## src/rtl/hvwf_pkg.sv

```systemverilog
// Constants and types for the HDTV video word formatter
package hvwf_pkg;
  // Line formats
  typedef enum logic [1:0] {
    FMT_1125 = 2'b00,
    FMT_1250_FAST = 2'b01,
    FMT_1250_SLOW = 2'b10
  } hvwf_fmt_e;
  // Position of the sample counter within the digital line
  typedef enum logic [1:0] {
    REG_END_CODE = 2'b00,
    REG_BLANK = 2'b01,
    REG_START_CODE = 2'b10,
    REG_ACTIVE = 2'b11
  } hvwf_region_e;
  // Line lengths, line start before sync edge, active start after sync edge (clocks)
  localparam logic [11:0] LINE_LEN_1125 = 12'h898;
  localparam logic [11:0] PRE_SYNC_1125 = 12'h058;
  localparam logic [11:0] ACT_SYNC_1125 = 12'h0c0;
  localparam logic [11:0] LINE_LEN_1250F = 12'h900;
  localparam logic [11:0] PRE_SYNC_1250F = 12'h080;
  localparam logic [11:0] ACT_SYNC_1250F = 12'h100;
  localparam logic [11:0] LINE_LEN_1250S = 12'h6c0;
  localparam logic [11:0] PRE_SYNC_1250S = 12'h060;
  localparam logic [11:0] ACT_SYNC_1250S = 12'h0c0;
  // Timing code length and sync edge detection latency (clocks)
  localparam logic [11:0] CODE_LEN = 12'h004;
  localparam logic [11:0] SYNC_LAT = 12'h003;
  // Code and video levels on the 10-bit scale
  localparam logic [9:0] CODE_ONES = 10'h3ff;
  localparam logic [9:0] CODE_ZERO = 10'h000;
  localparam logic [9:0] CODE_8BIT_MASK = 10'h3fc;
  localparam logic [9:0] VID_MIN = 10'h004;
  localparam logic [9:0] VID_MAX = 10'h3fb;
  localparam logic [9:0] LVL_BLACK = 10'h040;
  localparam logic [9:0] LVL_ACHROM = 10'h200;
  // Lane positions inside the 30-bit link word
  localparam int LANE0_LSB = 0;
  localparam int LANE1_LSB = 10;
  localparam int LANE2_LSB = 20;
  localparam int LANE_W = 10;
  localparam int WORD_W = 30;
  localparam int FIFO_DEPTH = 16;
endpackage : hvwf_pkg

```

## src/rtl/hvwf_formatter.sv

```systemverilog
// HDTV video word formatter: line timing, timing codes, sample multiplex and input FIFO
`timescale 1ns/100ps

////////////////////////////////////////////////////////////////////////////////
module hvwf_fifo #(
  parameter int WIDTH = 30,
  parameter int DEPTH = 16
) (
  // Clock and reset
  input wire logic clk,
  input wire logic arst_n,
  // Fill side
  input wire logic inValid,
  input wire logic [WIDTH-1:0] inData,
  output logic inReady,
  // Drain side
  output logic outValid,
  output logic [WIDTH-1:0] outData,
  input wire logic outReady
);
  localparam int AW = $clog2(DEPTH);
  if (DEPTH < 2 || (1 << AW) != DEPTH) begin : g_bad_depth
    $error("hvwf_fifo depth must be a power of two of at least 2");
  end
  logic [WIDTH-1:0] mem [DEPTH];
  logic [AW:0] wrPtr_ff, rdPtr_ff, nxt_wrPtr, nxt_rdPtr;
  logic ready_ff, empty_ff, nxt_full, nxt_empty;
  logic doWrite, doRead;

  always_comb begin
    doWrite = inValid & ready_ff;
    doRead = outReady & ~empty_ff;
    nxt_wrPtr = doWrite ? wrPtr_ff + 1'b1 : wrPtr_ff;
    nxt_rdPtr = doRead ? rdPtr_ff + 1'b1 : rdPtr_ff;
    nxt_empty = nxt_wrPtr == nxt_rdPtr;
    nxt_full = (nxt_wrPtr[AW] != nxt_rdPtr[AW]) && (nxt_wrPtr[AW-1:0] == nxt_rdPtr[AW-1:0]);
  end

  always_ff @(posedge clk or negedge arst_n) begin
    if (!arst_n) begin
      wrPtr_ff <= '0;
      rdPtr_ff <= '0;
      ready_ff <= 1'b1;
      empty_ff <= 1'b1;
    end else begin
      wrPtr_ff <= nxt_wrPtr;
      rdPtr_ff <= nxt_rdPtr;
      ready_ff <= ~nxt_full;
      empty_ff <= nxt_empty;
    end
  end

  always_ff @(posedge clk) begin
    if (doWrite) begin
      mem[wrPtr_ff[AW-1:0]] <= inData;
    end
  end

  assign inReady = ready_ff;
  assign outValid = ~empty_ff;
  assign outData = mem[rdPtr_ff[AW-1:0]];
endmodule : hvwf_fifo

////////////////////////////////////////////////////////////////////////////////
module hvwf_formatter #(
  parameter int FIFO_DEPTH = hvwf_pkg::FIFO_DEPTH
) (
  // Clock and reset
  input wire logic clk,
  input wire logic arst_n,
  // Configuration straps and sync reference (asynchronous pins)
  input wire logic [1:0] lineFormat,
  input wire logic rgbMode,
  input wire logic tenBit,
  input wire logic analogSyncRefEdge,
  // Field state from upstream timing logic
  input wire logic fieldSecond,
  input wire logic vertBlank,
  // Sample stream in: {red_diff_sample, blue_diff_sample, Y} or {R, B, G}
  input wire logic vidValid,
  input wire logic [hvwf_pkg::WORD_W-1:0] vidData,
  output logic vidReady,
  // Link out (one-way to a single destination)
  output logic [hvwf_pkg::WORD_W-1:0] linkWord_ff,
  output logic underrun_ff,
  output logic locked_ff
);
  if (FIFO_DEPTH < 2) begin : g_bad_depth
    $error("hvwf_formatter needs a FIFO depth of at least 2");
  end

  function automatic logic [9:0] clampVid(input logic [9:0] v, input logic full);
    logic [9:0] c;
    c = (v < hvwf_pkg::VID_MIN) ? hvwf_pkg::VID_MIN : ((v > hvwf_pkg::VID_MAX) ? hvwf_pkg::VID_MAX : v);
    clampVid = full ? c : (c & hvwf_pkg::CODE_8BIT_MASK);
  endfunction : clampVid

  //////////////////////////////////////////////////////////////////////////////
  // Two-flop synchronisers for pins
  logic [4:0] pinMeta_ff, pinSync_ff;
  logic syncPrev_ff;
  logic syncEdge;
  always_ff @(posedge clk or negedge arst_n) begin
    if (!arst_n) begin
      pinMeta_ff <= '0;
      pinSync_ff <= '0;
      syncPrev_ff <= 1'b0;
    end else begin
      pinMeta_ff <= {analogSyncRefEdge, tenBit, rgbMode, lineFormat};
      pinSync_ff <= pinMeta_ff;
      syncPrev_ff <= pinSync_ff[4];
    end
  end
  assign syncEdge = pinSync_ff[4] & ~syncPrev_ff;

  //////////////////////////////////////////////////////////////////////////////
  // Input FIFO; the drain stalls outside active video, so the source is held off
  logic fifoValid, fifoPop, fifoReady;
  logic [hvwf_pkg::WORD_W-1:0] fifoData;
  hvwf_fifo #(.WIDTH(hvwf_pkg::WORD_W), .DEPTH(FIFO_DEPTH)) u_fifo (
    .clk(clk),
    .arst_n(arst_n),
    .inValid(vidValid),
    .inData(vidData),
    .inReady(fifoReady),
    .outValid(fifoValid),
    .outData(fifoData),
    .outReady(fifoPop)
  );
  assign vidReady = fifoReady;

  //////////////////////////////////////////////////////////////////////////////
  // Line timing and word generation
  hvwf_pkg::hvwf_fmt_e fmt_ff, nxt_fmt;
  hvwf_pkg::hvwf_region_e region;
  logic [11:0] count_ff, nxt_count;
  logic rgb_ff, nxt_rgb, ten_ff, nxt_ten, fld_ff, nxt_fld, vbl_ff, nxt_vbl;
  logic [9:0] heldRed_ff, nxt_heldRed;
  logic [hvwf_pkg::WORD_W-1:0] nxt_linkWord;
  logic nxt_underrun, nxt_locked;
  logic [11:0] lineLen, preSync, actSync, activeStart, lineLast, expectCount;
  logic [9:0] codeLane, fourth, y0, c1;
  logic codeFull, wasCode_ff;

  always_comb begin
    case (fmt_ff)
      hvwf_pkg::FMT_1250_FAST: begin
        lineLen = hvwf_pkg::LINE_LEN_1250F;
        preSync = hvwf_pkg::PRE_SYNC_1250F;
        actSync = hvwf_pkg::ACT_SYNC_1250F;
      end
      hvwf_pkg::FMT_1250_SLOW: begin
        lineLen = hvwf_pkg::LINE_LEN_1250S;
        preSync = hvwf_pkg::PRE_SYNC_1250S;
        actSync = hvwf_pkg::ACT_SYNC_1250S;
      end
      default: begin
        lineLen = hvwf_pkg::LINE_LEN_1125;
        preSync = hvwf_pkg::PRE_SYNC_1125;
        actSync = hvwf_pkg::ACT_SYNC_1125;
      end
    endcase
    activeStart = preSync + actSync;
    lineLast = lineLen - 12'h001;
    expectCount = preSync + hvwf_pkg::SYNC_LAT;
    if (count_ff < hvwf_pkg::CODE_LEN) begin
      region = hvwf_pkg::REG_END_CODE;
    end else if (count_ff >= activeStart) begin
      region = hvwf_pkg::REG_ACTIVE;
    end else if (count_ff >= activeStart - hvwf_pkg::CODE_LEN) begin
      region = hvwf_pkg::REG_START_CODE;
    end else begin
      region = hvwf_pkg::REG_BLANK;
    end
    // Counter wraps at the line length and snaps to the sync edge
    nxt_locked = locked_ff;
    if (syncEdge) begin
      nxt_count = expectCount + 12'h001;
      nxt_locked = count_ff == expectCount;
    end else if (count_ff >= lineLast) begin
      nxt_count = '0;
    end else begin
      nxt_count = count_ff + 12'h001;
    end
    // Format and field flags only change where the line begins
    nxt_fmt = fmt_ff;
    nxt_rgb = rgb_ff;
    nxt_ten = ten_ff;
    nxt_fld = fld_ff;
    nxt_vbl = vbl_ff;
    if (count_ff == lineLast) begin
      nxt_fmt = (pinSync_ff[1:0] == 2'b11) ? hvwf_pkg::FMT_1125 : hvwf_pkg::hvwf_fmt_e'(pinSync_ff[1:0]);
      nxt_rgb = pinSync_ff[2] & (nxt_fmt == hvwf_pkg::FMT_1125);
      nxt_ten = pinSync_ff[3];
      nxt_fld = fieldSecond;
      nxt_vbl = vertBlank;
    end
    // Fourth code word with protection bits
    fourth = {1'b1, fld_ff, vbl_ff, region == hvwf_pkg::REG_END_CODE, vbl_ff ^ (region == hvwf_pkg::REG_END_CODE),
      fld_ff ^ (region == hvwf_pkg::REG_END_CODE), fld_ff ^ vbl_ff,
      fld_ff ^ vbl_ff ^ (region == hvwf_pkg::REG_END_CODE), 2'b00};
    case (count_ff[1:0])
      2'b00: codeLane = hvwf_pkg::CODE_ONES;
      2'b11: codeLane = fourth;
      default: codeLane = hvwf_pkg::CODE_ZERO;
    endcase
    codeFull = ten_ff | (fmt_ff != hvwf_pkg::FMT_1125);
    if (!codeFull) begin
      codeLane = codeLane & hvwf_pkg::CODE_8BIT_MASK;
    end
    y0 = clampVid(fifoData[hvwf_pkg::LANE0_LSB +: hvwf_pkg::LANE_W], ten_ff);
    c1 = clampVid(fifoData[hvwf_pkg::LANE1_LSB +: hvwf_pkg::LANE_W], ten_ff);
    fifoPop = 1'b0;
    nxt_underrun = 1'b0;
    nxt_heldRed = heldRed_ff;
    case (region)
      hvwf_pkg::REG_END_CODE, hvwf_pkg::REG_START_CODE: begin
        nxt_linkWord = {codeLane, codeLane, codeLane};
      end
      hvwf_pkg::REG_ACTIVE: begin
        fifoPop = fifoValid;
        nxt_underrun = ~fifoValid;
        if (!fifoValid) begin
          nxt_linkWord = {hvwf_pkg::LVL_BLACK, rgb_ff ? hvwf_pkg::LVL_BLACK : hvwf_pkg::LVL_ACHROM,
            hvwf_pkg::LVL_BLACK};
        end else if (rgb_ff) begin
          nxt_linkWord = {clampVid(fifoData[hvwf_pkg::LANE2_LSB +: hvwf_pkg::LANE_W], ten_ff), c1, y0};
        end else if (count_ff[0] == activeStart[0]) begin
          nxt_heldRed = clampVid(fifoData[hvwf_pkg::LANE2_LSB +: hvwf_pkg::LANE_W], ten_ff);
          nxt_linkWord = {hvwf_pkg::LVL_BLACK, c1, y0};
        end else begin
          nxt_linkWord = {hvwf_pkg::LVL_BLACK, heldRed_ff, y0};
        end
      end
      default: begin
        nxt_linkWord = {hvwf_pkg::LVL_BLACK, rgb_ff ? hvwf_pkg::LVL_BLACK : hvwf_pkg::LVL_ACHROM,
          hvwf_pkg::LVL_BLACK};
      end
    endcase
  end

  always_ff @(posedge clk or negedge arst_n) begin
    if (!arst_n) begin
      fmt_ff <= hvwf_pkg::FMT_1125;
      count_ff <= '0;
      rgb_ff <= 1'b0;
      ten_ff <= 1'b1;
      fld_ff <= 1'b0;
      vbl_ff <= 1'b1;
      heldRed_ff <= hvwf_pkg::LVL_ACHROM;
      linkWord_ff <= {hvwf_pkg::LVL_BLACK, hvwf_pkg::LVL_ACHROM, hvwf_pkg::LVL_BLACK};
      underrun_ff <= 1'b0;
      locked_ff <= 1'b0;
      wasCode_ff <= 1'b0;
    end else begin
      fmt_ff <= nxt_fmt;
      count_ff <= nxt_count;
      rgb_ff <= nxt_rgb;
      ten_ff <= nxt_ten;
      fld_ff <= nxt_fld;
      vbl_ff <= nxt_vbl;
      heldRed_ff <= nxt_heldRed;
      linkWord_ff <= nxt_linkWord;
      underrun_ff <= nxt_underrun;
      locked_ff <= nxt_locked;
      wasCode_ff <= (region == hvwf_pkg::REG_END_CODE) || (region == hvwf_pkg::REG_START_CODE);
    end
  end

  //////////////////////////////////////////////////////////////////////////////
  // Checks
  property p_wrap;
    @(posedge clk) disable iff (!arst_n) (count_ff == lineLast && !syncEdge) |=> count_ff == 12'h000;
  endproperty
  a_wrap: assert property (p_wrap) else $error("line counter did not wrap");
  property p_align;
    @(posedge clk) disable iff (!arst_n) syncEdge |=> count_ff == $past(expectCount) + 12'h001;
  endproperty
  a_align: assert property (p_align) else $error("counter not aligned to sync edge");
  property p_preamble;
    @(posedge clk) disable iff (!arst_n)
      (count_ff == 12'h000 && !syncEdge) |=> (linkWord_ff[9:2] == 8'hff) ##1 (linkWord_ff[9:0] == 10'h000)
      ##1 (linkWord_ff[9:0] == 10'h000) ##1 linkWord_ff[9];
  endproperty
  a_preamble: assert property (p_preamble) else $error("end code preamble wrong");
  property p_hflag;
    @(posedge clk) disable iff (!arst_n) (region == hvwf_pkg::REG_START_CODE && count_ff[1:0] == 2'b11)
      |=> linkWord_ff[6] == 1'b0 && linkWord_ff[9] && linkWord_ff[19:10] == linkWord_ff[9:0];
  endproperty
  a_hflag: assert property (p_hflag) else $error("start code H flag wrong");
  property p_range;
    @(posedge clk) disable iff (!arst_n) !wasCode_ff |-> linkWord_ff[9:2] != 8'h00 && linkWord_ff[9:2] != 8'hff
      && linkWord_ff[19:12] != 8'h00 && linkWord_ff[19:12] != 8'hff;
  endproperty
  a_range: assert property (p_range) else $error("video word in reserved range");
  property p_flags;
    @(posedge clk) disable iff (!arst_n) count_ff != lineLast |=> $stable(fld_ff) && $stable(vbl_ff);
  endproperty
  a_flags: assert property (p_flags) else $error("field flags changed mid line");
  property p_popActive;
    @(posedge clk) disable iff (!arst_n) fifoPop |-> region == hvwf_pkg::REG_ACTIVE;
  endproperty
  a_popActive: assert property (p_popActive) else $error("sample taken outside active video");
  property p_code10;
    @(posedge clk) disable iff (!arst_n) (fmt_ff != hvwf_pkg::FMT_1125 && count_ff == 12'h000 && !syncEdge)
      |=> linkWord_ff[1:0] == 2'b11;
  endproperty
  a_code10: assert property (p_code10) else $error("1250 code not ten bits");
  c_underrun: cover property (@(posedge clk) disable iff (!arst_n) underrun_ff);
  c_lock: cover property (@(posedge clk) disable iff (!arst_n) syncEdge ##1 locked_ff);
  c_rgb: cover property (@(posedge clk) disable iff (!arst_n) rgb_ff && fifoPop);
endmodule : hvwf_formatter

```

## config.mk

```make
export PLATFORM = sky130hd
export DESIGN_NAME = hvwf_formatter
export DESIGN_NICKNAME = d
export VERILOG_FILES = /design/src/rtl/hvwf_pkg.sv /design/src/rtl/hvwf_formatter.sv
export SDC_FILE = /design/constraint.sdc
export NUM_CORES = 1
export LEC_CHECK = 0
export BUFFER_PORTS_ARGS = -buffer_cell sky130_fd_sc_hd__buf_4
export CORE_MARGIN = 3
export CORE_UTILIZATION = 60
export CTS_CLUSTER_SIZE = 12
export DETAILED_ROUTE_END_ITERATION = 10
export PLACE_DENSITY = 0.83
export SYNTH_ARGS = -nofsm -noshare
export SYNTH_HDL_FRONTEND = slang
export SYNTH_SLANG_ARGS = --single-unit
```

## constraint.sdc

```tcl
create_clock -name clk -period 3.9 [get_ports clk]
set_clock_uncertainty 0.1 [all_clocks]
set_input_delay 0.195 -clock clk [delete_from_list [all_inputs] [get_ports clk]]
set_output_delay 0.195 -clock clk [all_outputs]
set_load 0.05 [all_outputs]
```

==> metrics, run 1 <==
switching share of total power between 20% and 30%; TritonCTS sink count approximately 560; count of cells along the worst register-to-register path 11; total of cells resized after clock tree synthesis 0; Die Height between 150 and 200 µm; global routing met2 resource utilization ~43%; hold path startpoint rgbMode; Avg Inst Size Synth ~19 µm²; final number of hold-violating endpoints 0; die area about 40000 µm²; global-route congestion overflow total 0; root buffer cell sky130_fd_sc_hd__clkbuf_16; number of setup violations in the final report 0; fraction of final layout cells with drive strength greater than 1 about a quarter; CP Cell Sequence inv_1 > ha_1 > inv_1 > ha_1 > nor4b_1 > o21ai_0 > a21oi_1 > o21bai_2 > nor3_1 > xnor3_1 > or4_1; Tcrit/Tclk final around 88%; worst hold stages 2; worst-margin pin slew 1.22 ns; drt wl/cell between 20 and 30 µm; GR peak layer met2; clk slew on worst S/H paths around 0.06 ns; met3 Track Usage GR approximately 5.3%; required time of the worst setup path roughly 4.3 ns; fraction of registers with async set/reset between 10% and 20%; net switching power between 3 and 4 mW; placer congestion estimate around 0.92; setup repair after global routing missed its margin no; post-layout min period 3.45 ns; Synth Flop Type sky130_fd_sc_hd__edfxtp_1; biggest cell delay along the critical path 0.52 ns; Critical Path AT a little under 4 ns; CTS max path bufs 3; largest fanout of any net on the critical path 9; total detailed-routing wirelength approximately 52000 µm; Comb power frac 10.1%; destination of the worst register-to-register timing path u_fifo.inReady; Sequential Power Share 53.6%; Top-Level Pins 73; Critical Path End Type flip-flop; level count of the clock H-tree 2; Site Rows 70; Seq/Total Area, Yosys 73.4%; gate count after technology mapping approximately 1200; detail-routed via count per cell around 6.6; setup slack, reg-to-reg between 0.4 and 0.5 ns; chip width around 200 µm; Initial Util 61.1%; cts bufs inserted between 50 and 60; Critical-path top delay cell sky130_fd_sc_hd__or4_1; number of iterations in the first detailed-routing pass 5; status finished clean; CTS tree done; Power Dens Cells 531 nW/µm²; area of the mapped netlist about 22000 µm²; remaining routing DRC violations 0; worst reg2reg path startpoint fmt_ff[1]; total internal power 10.4 mW; largest net degree at the start of global routing 84; met1 Use GR a little over a third; Static Leakage ~9 nW; Worst Hold End pinMeta_ff[2]; PortBufs a little over 70; number of global-route vias before repair around 13000; peak supply drop 0.352 mV; overall fraction of global-route tracks in use between 20% and 30%; minimum hold slack approximately 0.16 ns; number of distinct library cells after synthesis 62; clock network power share 36.3%; Ys Warns 0; summed negative setup slack over all endpoints 0 ns; Max Transition Viols Final 0; iteration-0 DRC count of the detailed router about 1400; CP Class flip-flop to flip-flop; wire length of the first global-routing pass about 80000 µm; # Max-Cap Violations 0; area added between synthesis and finish 14.7%; Synth Register Bits roughly 560; clock latency reported for the late side of the worst-skew pair slightly above 0.6 ns; detailed-route via count around 12000; number of buffers and inverters on the critical path 2; Max-slew headroom 19.0%; count of flip-flops with a built-in enable after synthesis 480; number of antenna violations at the first check in global routing 5; Post-DP HPWL 29900 µm; cell family contributing the most delay on the critical path simple AND/OR/NAND/NOR gates; worst min-delay path class primary input to flip-flop; startpoint kind of the worst setup timing path flip-flop; maximum clock frequency ~290 MHz; Synthesized Nets between 1000 and 1500; core area 36800 µm²; Post-DRT Antenna Nets 0; net count of the finished layout approximately 1400
-- metal layers --
metal | share of wire [%] | up-vias
li1 | - | 5102
met1 | 37 | 6279
met2 | 50 | 764
met3 | 9.1 | 132
met4 | 3.7 | 4
met5 | 0.042 | -
-- area by class of cell --
| class | instances | area [µm²] |
|---|---|---|
| fill | 2147 | 11000 |
| multi-input combinational | 546 | 5660 |
| clock buffer | 91 | 1550 |
| tap | 468 | 586 |
| clock inverter | 9 | 134 |
| sequential | 563 | 16500 |
| antenna | 3 | 7.51 |
| inverter | 27 | 101 |
| timing repair buffer | 147 | 1250 |
-- worst reg2reg max path, stage by stage (launching register included) --
cell and delay (ns):
sky130_fd_sc_hd__dfrtp_1 0.38, sky130_fd_sc_hd__inv_1 0.10, sky130_fd_sc_hd__ha_1 0.39, sky130_fd_sc_hd__inv_1 0.11, sky130_fd_sc_hd__ha_1 0.33, sky130_fd_sc_hd__nor4b_1 0.21
sky130_fd_sc_hd__o21ai_0 0.11, sky130_fd_sc_hd__a21oi_1 0.31, sky130_fd_sc_hd__o21bai_2 0.20, sky130_fd_sc_hd__nor3_1 0.34, sky130_fd_sc_hd__xnor3_1 0.28, sky130_fd_sc_hd__or4_1 0.52
-- synth_stat cells, types with 19 or more instances --
cell type                  number  area share, %
sky130_fd_sc_hd__a22oi_1       29           0.97
sky130_fd_sc_hd__dfrtp_1       75            8.3
sky130_fd_sc_hd__edfxtp_1     480             64
sky130_fd_sc_hd__ha_1          33            1.8
sky130_fd_sc_hd__nand2_1       59           0.99
sky130_fd_sc_hd__a21oi_1       24           0.53
sky130_fd_sc_hd__inv_1         26           0.43
sky130_fd_sc_hd__nand3_1       20           0.45
sky130_fd_sc_hd__o22ai_1       21           0.58
sky130_fd_sc_hd__nor2_1        42           0.70
sky130_fd_sc_hd__mux2_2        29            1.5
sky130_fd_sc_hd__clkbuf_1      19           0.32
sky130_fd_sc_hd__mux4_2       114             11
sky130_fd_sc_hd__o21ai_0       27           0.60
-- worst max path at each step --
stage / depth (start not counted) / endpoint / slack, ns / startpoint
floorplan: 11 / u_fifo.inReady / 0.79 / fmt_ff[0]
global placement: 11 / u_fifo.inReady / 0.57 / fmt_ff[0]
detailed placement: 11 / u_fifo.inReady / 0.45 / fmt_ff[0]
CTS: 11 / u_fifo.inReady / 0.47 / fmt_ff[1]
finish: 11 / u_fifo.inReady / 0.45 / fmt_ff[1]
global route: 11 / count_ff[4] / 0.15 / fmt_ff[1]
-- cell families (layout without fill, tap and decap cells) --
family / after synthesis / in the layout / share of synthesized area (%)
simple gates: 186 / 186 / 4.17
mux: 144 / 144 / 12.9
fa+ha+maj: 33 / 33 / 1.84
buf+inv: 76 / 274 / 1.56
other cells: 0 / 3 / 0
flops: 563 / 563 / 73.4
xor+xnor: 29 / 29 / 1.32
compound gates: 154 / 154 / 4.80
-- layout by cell type (no fill, tap or decap), drive strengths merged, types with 7 or more instances in the layout --
master       Yosys  final
nor3             9      9
a21oi           24     24
o32ai            7      7
edfxtp         480    480
mux2            29     29
buf             30    108
dfrtp           75     75
and2            13     13
a22oi           29     29
nor2            43     43
o22ai           21     21
dlygate4sd3      0     39
clkbuf          19     91
xnor2           11     11
dfstp            8      8
ha              33     33
inv             27     28
nand3           20     20
xor2            15     15
o21ai           30     30
mux4           114    114
nand2           59     59
-- registers in the layout, indices dropped and copies added (netlist names), 2 cells and up --
signal and flops:
count_ff 12, heldRed_ff 10, u_fifo.wrPtr_ff 5, linkWord_ff 30, pinMeta_ff 5, u_fifo.mem 480, fmt_ff 2, u_fifo.rdPtr_ff 5
pinSync_ff 5
-- through the flow --
| stage | utilization [%] | cells | power, mW | setup WS [ns] | instance area [µm²] |
|---|---|---|---|---|---|
| finish | 70.1 | 1854 | 13.7 | 0.454 | 25800 |
| global route | 70.1 | 1853 | 14.1 | 0.154 | 25800 |
| CTS | 70.1 | 1851 | 13.7 | 0.466 | 25800 |
| detailed placement | 64.5 | 1712 | 8.78 | 0.445 | 23700 |
| global placement | 64.5 | 1712 | 8.70 | 0.573 | 23700 |
| floorplan | - | 1185 | 8.18 | 0.790 | 22500 |
-- repair_timing --
item                       4_1_cts  5_1_grt
setup endpoints to repair        0        0
hold buffers                    39        0
hold endpoints to repair       564        0
buffers inserted                 0        0
-- power groups by stage --
stage | logic (mW) | registers [mW] | clock network, mW
after floorplan | 0.761 | 7.42 | 0
after global placement | 1.29 | 7.41 | 0
after detailed placement | 1.32 | 7.45 | 0
after CTS | 1.37 | 7.34 | 5.02
after global routing | 1.48 | 7.38 | 5.25
final | 1.38 | 7.35 | 4.97
No activity file was read; power rests on OpenSTA's default activity.
==> inputs of run 2 (changes only) <==
CORE_ASPECT_RATIO = 0.5   (was unset)
PLACE_DENSITY = 0.74   (was 0.83)
==> run 2 against run 1 <==
Non-clock buffer count is 8 higher. Combinational power is 3% higher. Critical path depth is 4 lower. Largest cell class unchanged. Sequential power hardly changed. Highest routed layer is now met4. Maximum frequency is 4.7% lower.
==> metrics, run 2 (synthesized netlist as in run 1, its figures left out) <==
status finished clean; CTS max path bufs 3 (unchanged); Max-slew headroom 23.2% (+4.3 points); CTS tree done; clock latency reported for the late side of the worst-skew pair 0.59 ns (-0.02 ns); net count of the finished layout 1419 (+0.42%); Die Height 143 µm (-28%); remaining routing DRC violations 0 (unchanged); number of antenna violations at the first check in global routing 0 (-5); Initial Util 61.7% (+0.62 points); TritonCTS sink count 563 (unchanged); iteration-0 DRC count of the detailed router 1574 (+11%); maximum clock frequency 277 MHz (-4.7%); required time of the worst setup path 4.24 ns (-0.07 ns); Static Leakage 8.82 nW (-0.30%); Critical Path AT 3.95 ns (+0.09 ns); worst-margin pin slew 1.15 ns (-0.0638 ns); root buffer cell sky130_fd_sc_hd__clkbuf_16; CP Cell Sequence buf_12 > mux4_2 > a22o_1 > a221oi_2 > nand2_1 > o41ai_2 > o31ai_1; drt wl/cell 28.4 µm (+1.4%); total detailed-routing wirelength 53000 µm (+2.0%); post-layout min period 3.61 ns (+0.168 ns); final number of hold-violating endpoints 0 (unchanged); number of global-route vias before repair 12500 (-0.61%); biggest cell delay along the critical path 0.75 ns (+0.23 ns); Critical-path top delay cell sky130_fd_sc_hd__dfrtp_4; Site Rows 49 (-30%); summed negative setup slack over all endpoints 0 ns (unchanged); largest fanout of any net on the critical path 24 (+15); number of iterations in the first detailed-routing pass 5 (unchanged); Non-Filler Instances 1865 (+0.59%); area added between synthesis and finish 14.5%; CP Class flip-flop to flip-flop; flip-flop count of the largest register after layout 480 (unchanged); number of setup violations in the final report 0 (unchanged); # Max-Cap Violations 0 (unchanged); global-route congestion overflow total 0 (unchanged); wire length of the first global-routing pass 79000 µm (+1.7%); commonest non-fill, non-tap cells in the layout 480 x sky130_fd_sc_hd__edfxtp_1, 114 x sky130_fd_sc_hd__mux4_2, 112 x sky130_fd_sc_hd__buf_4; utilization after layout 70.7% (+0.58 points); placer congestion estimate 0.915 (-0.73%); level count of the clock H-tree 2 (unchanged); largest net degree at the start of global routing 66 (-21%); setup repair after global routing missed its margin no; fill cell count 2232 (+4.0%); overall fraction of global-route tracks in use 27.3% (+0.60 points); Post-DRT Antenna Nets 0 (unchanged); Max Transition Viols Final 0 (unchanged); die area 40000 µm² (+0.35%); number of buffers and inverters on the critical path 1 (-1); peak supply drop 0.382 mV (+8.4%); Tcrit/Tclk final 92.7% (+4.3 points); fraction of final layout cells with drive strength greater than 1 26.3% (+0.057 points); core area 36400 µm² (-1.0%); worst min-delay path class primary input to asynchronous set/reset pin; clk slew on worst S/H paths 0.06 ns (about the same); cts bufs inserted 53 (-3.6%); Critical Path End Type flip-flop; leading cell type in the layout, fill and taps excluded sky130_fd_sc_hd__edfxtp_1; chip width 280 µm (+40%); PortBufs 72 (unchanged); dpl cells 1736 (+1.4%); Post-DP HPWL 32300 µm (+8.0%); startpoint kind of the worst setup timing path flip-flop; detail-routed via count per cell 6.53 (-1.4%); cell family contributing the most delay on the critical path compound AO/OA/AOI/OAI gates; Top-Level Pins 73 (unchanged); detailed-route via count 12200 (-0.81%); Power Dens Cells 525 nW/µm² (-1.2%)
-- run 2: cell types whose count changed in the layout (fill, tap and decap cells not counted), sizes merged --
cell | previous run | this run
clkinvlp | 0 | 1
diode | 3 | 1
clkinv | 6 | 2
clkbuf | 91 | 84
buf | 108 | 116
bufinv | 2 | 1
-- run 2: timing repair --
item                                    in CTS  in global routing
hold buffers                                39                  0
gates resized for setup                      0                  2
buffers inserted                             0                  0
endpoints found under the hold margin      541                  0
endpoints found under the setup margin       0                  4
-- run 2: worst paths after layout --
check                                    from              end  slack (ns)  depth (start not counted)
max in group asynchronous              arst_n  linkWord_ff[10]        2.69                          3
hold / removal                         arst_n     count_ff[10]        0.14                          2
hold reg to reg                 pinMeta_ff[1]    pinSync_ff[1]        0.25                          0
setup reg to reg           u_fifo.rdPtr_ff[0]    heldRed_ff[0]        0.29                          7
setup / recovery           u_fifo.rdPtr_ff[0]    heldRed_ff[0]        0.29                          7
min in group clk                       tenBit    pinMeta_ff[3]        0.16                          2
-- run 2: layout make-up --
type / instances / area, µm² / share of cell area (%)
diodes: 1 / 2.50 / 0.00972
clock buffers: 84 / 1460 / 5.69
clock inverters: 5 / 77.6 / 0.301
inverters: 27 / 101 / 0.394
multi-input cells: 546 / 5670 / 22.0
flip-flops and latches: 563 / 16500 / 64.1
well taps: 484 / 606 / 2.35
repair buffers: 155 / 1310 / 5.09
-- run 2: stage by stage --
stage	hold WS (ns)	area (µm²)	worst slack (ns)	total power, mW
finish	0.140	25700	0.286	13.5
global route	0.150	25700	0.0740	14.0
CTS	0.148	25700	0.120	13.6
detailed placement	0.207	23800	0.161	8.82
global placement	0.207	23800	0.393	8.75
floorplan	-0.201	22500	0.790	8.18
-- run 2: report_power, final --
group          total (mW)  switching, mW  internal, mW
clock                4.75           2.13          2.63
combinational        1.42          0.939         0.481
sequential           7.33          0.199          7.14
total                13.5           3.26          10.2
-- run 2: per-layer routing --
metal / global-route usage [%] / routed length, µm / share of wire (%) / vias to the layer above
li1: - / - / - / 5109
met1: 39.8 / 21500 / 41 / 6313
met2: 42.2 / 24900 / 47 / 643
met3: 6.21 / 5190 / 9.8 / 117
met4: 8.21 / 1430 / 2.7 / 0
met5: 0 / 0 / 0 / -
==> inputs of run 3 (changes only) <==
ABC_AREA = 1   (was unset)
==> run 3 against run 2 <==
Setup slack improved by 0.49 ns. Maximum frequency increased by 16%. Combinational power down 7%. Core utilization shrank 0.85 points. Final cell count grew 47%. First-iteration DRC count up 40%. Count of clock-buffer cells in the layout is 12 lower. Largest cell class unchanged. Die area rose by 5.4%.
==> metrics, run 3 <==
status finished clean; clock latency reported for the late side of the worst-skew pair 0.59 ns (about the same); Post-DP HPWL 33100 µm (+2.5%); largest fanout of any net on the critical path 18 (-25%); overall fraction of global-route tracks in use 27.6% (+0.35 points); minimum hold slack 0.168 ns (+0.0287 ns); commonest non-fill, non-tap cells in the layout 480 x sky130_fd_sc_hd__edfxtp_1, 426 x sky130_fd_sc_hd__nand2_1, 300 x sky130_fd_sc_hd__nor2_1; level count of the clock H-tree 2 (unchanged); startpoint kind of the worst setup timing path flip-flop; detailed-route via count 16200 (+33%); placer congestion estimate 0.880 (-3.8%); area added between synthesis and finish 12.4%; remaining routing DRC violations 0 (unchanged); number of iterations in the first detailed-routing pass 6 (+1); Critical Path End Type flip-flop; net switching power 3.22 mW (-1.5%); Sequential Power Share 54.9% (+0.6 points); worst-margin pin slew 1.04 ns (-0.108 ns); pre-CTS WS 0.875 ns (+0.715 ns); setup slack, reg-to-reg 0.78 ns (+0.49 ns); CP Cell Sequence inv_1 > ha_1 > inv_1 > ha_1 > nand2_1 > nor2_1 > nand4_1 > nand3_2 > nand2_4 > inv_2 > nand2_2 > nor3_4 > inv_1 > nand2_1 > nand2_1; TritonCTS sink count 563 (unchanged); switching share of total power 24.5% (+0.39 points); drt wl/cell 21.1 µm (-26%); Synth Register Bits 563 (unchanged); diodes inserted 0 (-1); gate count after technology mapping 2084 (+76%); final number of hold-violating endpoints 0 (unchanged); final instance area 26700 µm² (+3.7%); Tcrit/Tclk final 80.1% (-13 points); setup slack of the critical path after layout 0.776 ns (+0.489 ns); die area 42100 µm² (+5.4%); chip width 287 µm (+2.7%); cts bufs inserted 53 (unchanged); Comb power frac 10.1% (-0.4 points); power after layout 13.1 mW (-3.0%); number of antenna violations at the first check in global routing 0 (unchanged); CP Class flip-flop to flip-flop; Critical Path AT 3.50 ns (-0.45 ns); number of global-route vias before repair 15400 (+23%); Post-DRT Antenna Nets 0 (unchanged); flip-flop count of the largest register after layout 480 (unchanged); worst min-delay path class primary input to flip-flop; required time of the worst setup path 4.27 ns (+0.03 ns); register area 16500 µm² (unchanged); clock network power share 35.0% (-0.2 points); Site Rows 50 (+2.0%); total placed instance area 24800 µm² (+4.4%); maximum clock frequency 320 MHz (+16%); dpl cells 2623 (+51%); Avg Inst Size Synth 11.4 µm² (-40%); leading post-synthesis cells by instance count 480 x sky130_fd_sc_hd__edfxtp_1, 426 x sky130_fd_sc_hd__nand2_1, 317 x sky130_fd_sc_hd__nor2_1; worst setup path startpoint fmt_ff[0]; Max Transition Viols Final 0 (unchanged); leading cell type in the layout, fill and taps excluded sky130_fd_sc_hd__edfxtp_1; Ys Warns 0 (unchanged); multi-input logic area 6160 µm² (+8.6%); library cell with the largest summed area after synthesis sky130_fd_sc_hd__edfxtp_1; fraction of registers with async set/reset 14.7% (unchanged); Power Dens Cells 491 nW/µm² (-6.5%); cts-stage hold buffer count 39 (unchanged); Synth Flop Type sky130_fd_sc_hd__edfxtp_1; Top-Level Pins 73 (unchanged); CTS tree done; count of cells along the worst register-to-register path 15 (+8); total internal power 9.88 mW (-3.5%); utilization after layout 69.8% (-0.85 points); Non-Filler Instances 2737 (+47%); area of the mapped netlist 23700 µm² (+5.6%); CTS max path bufs 3 (unchanged); number of setup violations in the final report 0 (unchanged); net count of the finished layout 2270 (+60%); fraction of final layout cells with drive strength greater than 1 10.4% (-16 points); Critical-path top delay cell sky130_fd_sc_hd__nor3_4; Die Height 147 µm (+2.7%); detail-routed via count per cell 5.92 (-9.3%); count of flip-flops with a built-in enable after synthesis 480 (unchanged); post-layout min period 3.12 ns (-0.489 ns); wire length of the first global-routing pass 88500 µm (+12%); hold path startpoint lineFormat[0]; Max-slew headroom 30.4% (+7.2 points); fraction of post-synthesis cell area in the top cell type by area 60.7% (-3.4 points); biggest cell delay along the critical path 0.53 ns (-0.22 ns); worst hold stages 2; Seq/Total Area, Yosys 69.5% (-3.9 points); Static Leakage 10.3 nW (+17%); Initial Util 62.1% (+0.39 points); total of cells resized after clock tree synthesis 0 (unchanged); PortBufs 72 (unchanged); summed negative setup slack over all endpoints 0 ns (unchanged); most used standard cell by instance count after synthesis sky130_fd_sc_hd__edfxtp_1; iteration-0 DRC count of the detailed router 2196 (+40%); global-route congestion overflow total 0 (unchanged); setup repair after global routing missed its margin no; peak supply drop 0.305 mV (-20%); destination of the worst register-to-register timing path heldRed_ff[1]; post-CTS setup buffer count 0 (unchanged); total detailed-routing wirelength 57800 µm (+8.9%); clk slew on worst S/H paths 0.06 ns (about the same); Synthesized Nets 2157 (+71%); number of distinct library cells after synthesis 41 (-34%); Area contributors post-synth sky130_fd_sc_hd__edfxtp_1 61%, sky130_fd_sc_hd__dfrtp_1 7.9%, sky130_fd_sc_hd__nand2_1 6.7%; # Max-Cap Violations 0 (unchanged); fill cell count 2623 (+18%); core area 38200 µm² (+5.0%); worst reg2reg path startpoint fmt_ff[0]; largest net degree at the start of global routing 116 (+76%); Worst Hold End pinMeta_ff[0]; root buffer cell sky130_fd_sc_hd__clkbuf_16
==> run 3: cell types whose count changed in the layout (fill, tap and decap cells not counted), sizes merged, moves of 29 or more <==
| cell | before | now |
|---|---|---|
| mux4 | 114 | 0 |
| mux2 | 29 | 0 |
| o21ai | 30 | 226 |
| nand3 | 20 | 119 |
| nand2 | 59 | 428 |
| o211ai | 0 | 29 |
| a22oi | 29 | 0 |
| nor2 | 43 | 331 |
| inv | 28 | 142 |
| o22ai | 21 | 56 |
==> run 3: worst max-delay path by stage <==
stage	to	slack [ns]	cells past startpoint
2_1_floorplan	u_fifo.inReady	0.71	7
3_3_place_gp	linkWord_ff[3]	0.83	13
6_report	heldRed_ff[1]	0.78	15
4_1_cts	heldRed_ff[1]	0.81	15
3_5_place_dp	heldRed_ff[2]	0.88	15
5_1_grt	count_ff[9]	0.52	14
==> run 3: cells by family after synthesis <==
group,after synthesis,share of synthesized area [%]
adder cells (fa/ha/maj),33,1.74
AO/OA/AOI/OAI,345,8.08
flip-flops,563,69.5
AND/OR/NAND/NOR,889,15.2
XOR/XNOR,11,0.406
buffers and inverters,243,5.07
==> run 3: final cells by class <==
cell class / count / area share (%)
Clock buffer: 72 / 5.27
Clock inverter: 3 / 0.206
Inverter: 143 / 2.03
Multi-Input combinational cell: 1278 / 23.1
Sequential cell: 563 / 61.8
Tap cell: 520 / 2.44
Timing Repair Buffer: 158 / 5.14
==> run 3: worst max-delay path: cells and delay by family, from the launching register on <==
kind,cells,cell delay [ns]
flops,1,0.37
fa+ha+maj,2,0.73
buf+inv,4,0.47
simple gates,9,1.35
==> run 3: power by group through the flow <==
stage	logic, mW	registers, mW	clock network, mW
2_1_floorplan	0.664	7.32	0
3_3_place_gp	1.24	7.30	0
3_5_place_dp	1.27	7.31	0
4_1_cts	1.31	7.19	4.63
5_1_grt	1.44	7.23	4.88
6_report	1.32	7.20	4.58
==> run 3: per-layer routing <==
metal | GRT usage (%) | wire, µm | up-vias
li1 | - | - | 7396
met1 | 41.8 | 24300 | 7873
met2 | 41.6 | 26100 | 853
met3 | 4.95 | 6140 | 92
met4 | 7.80 | 1210 | 0
met5 | 0 | 0 | -
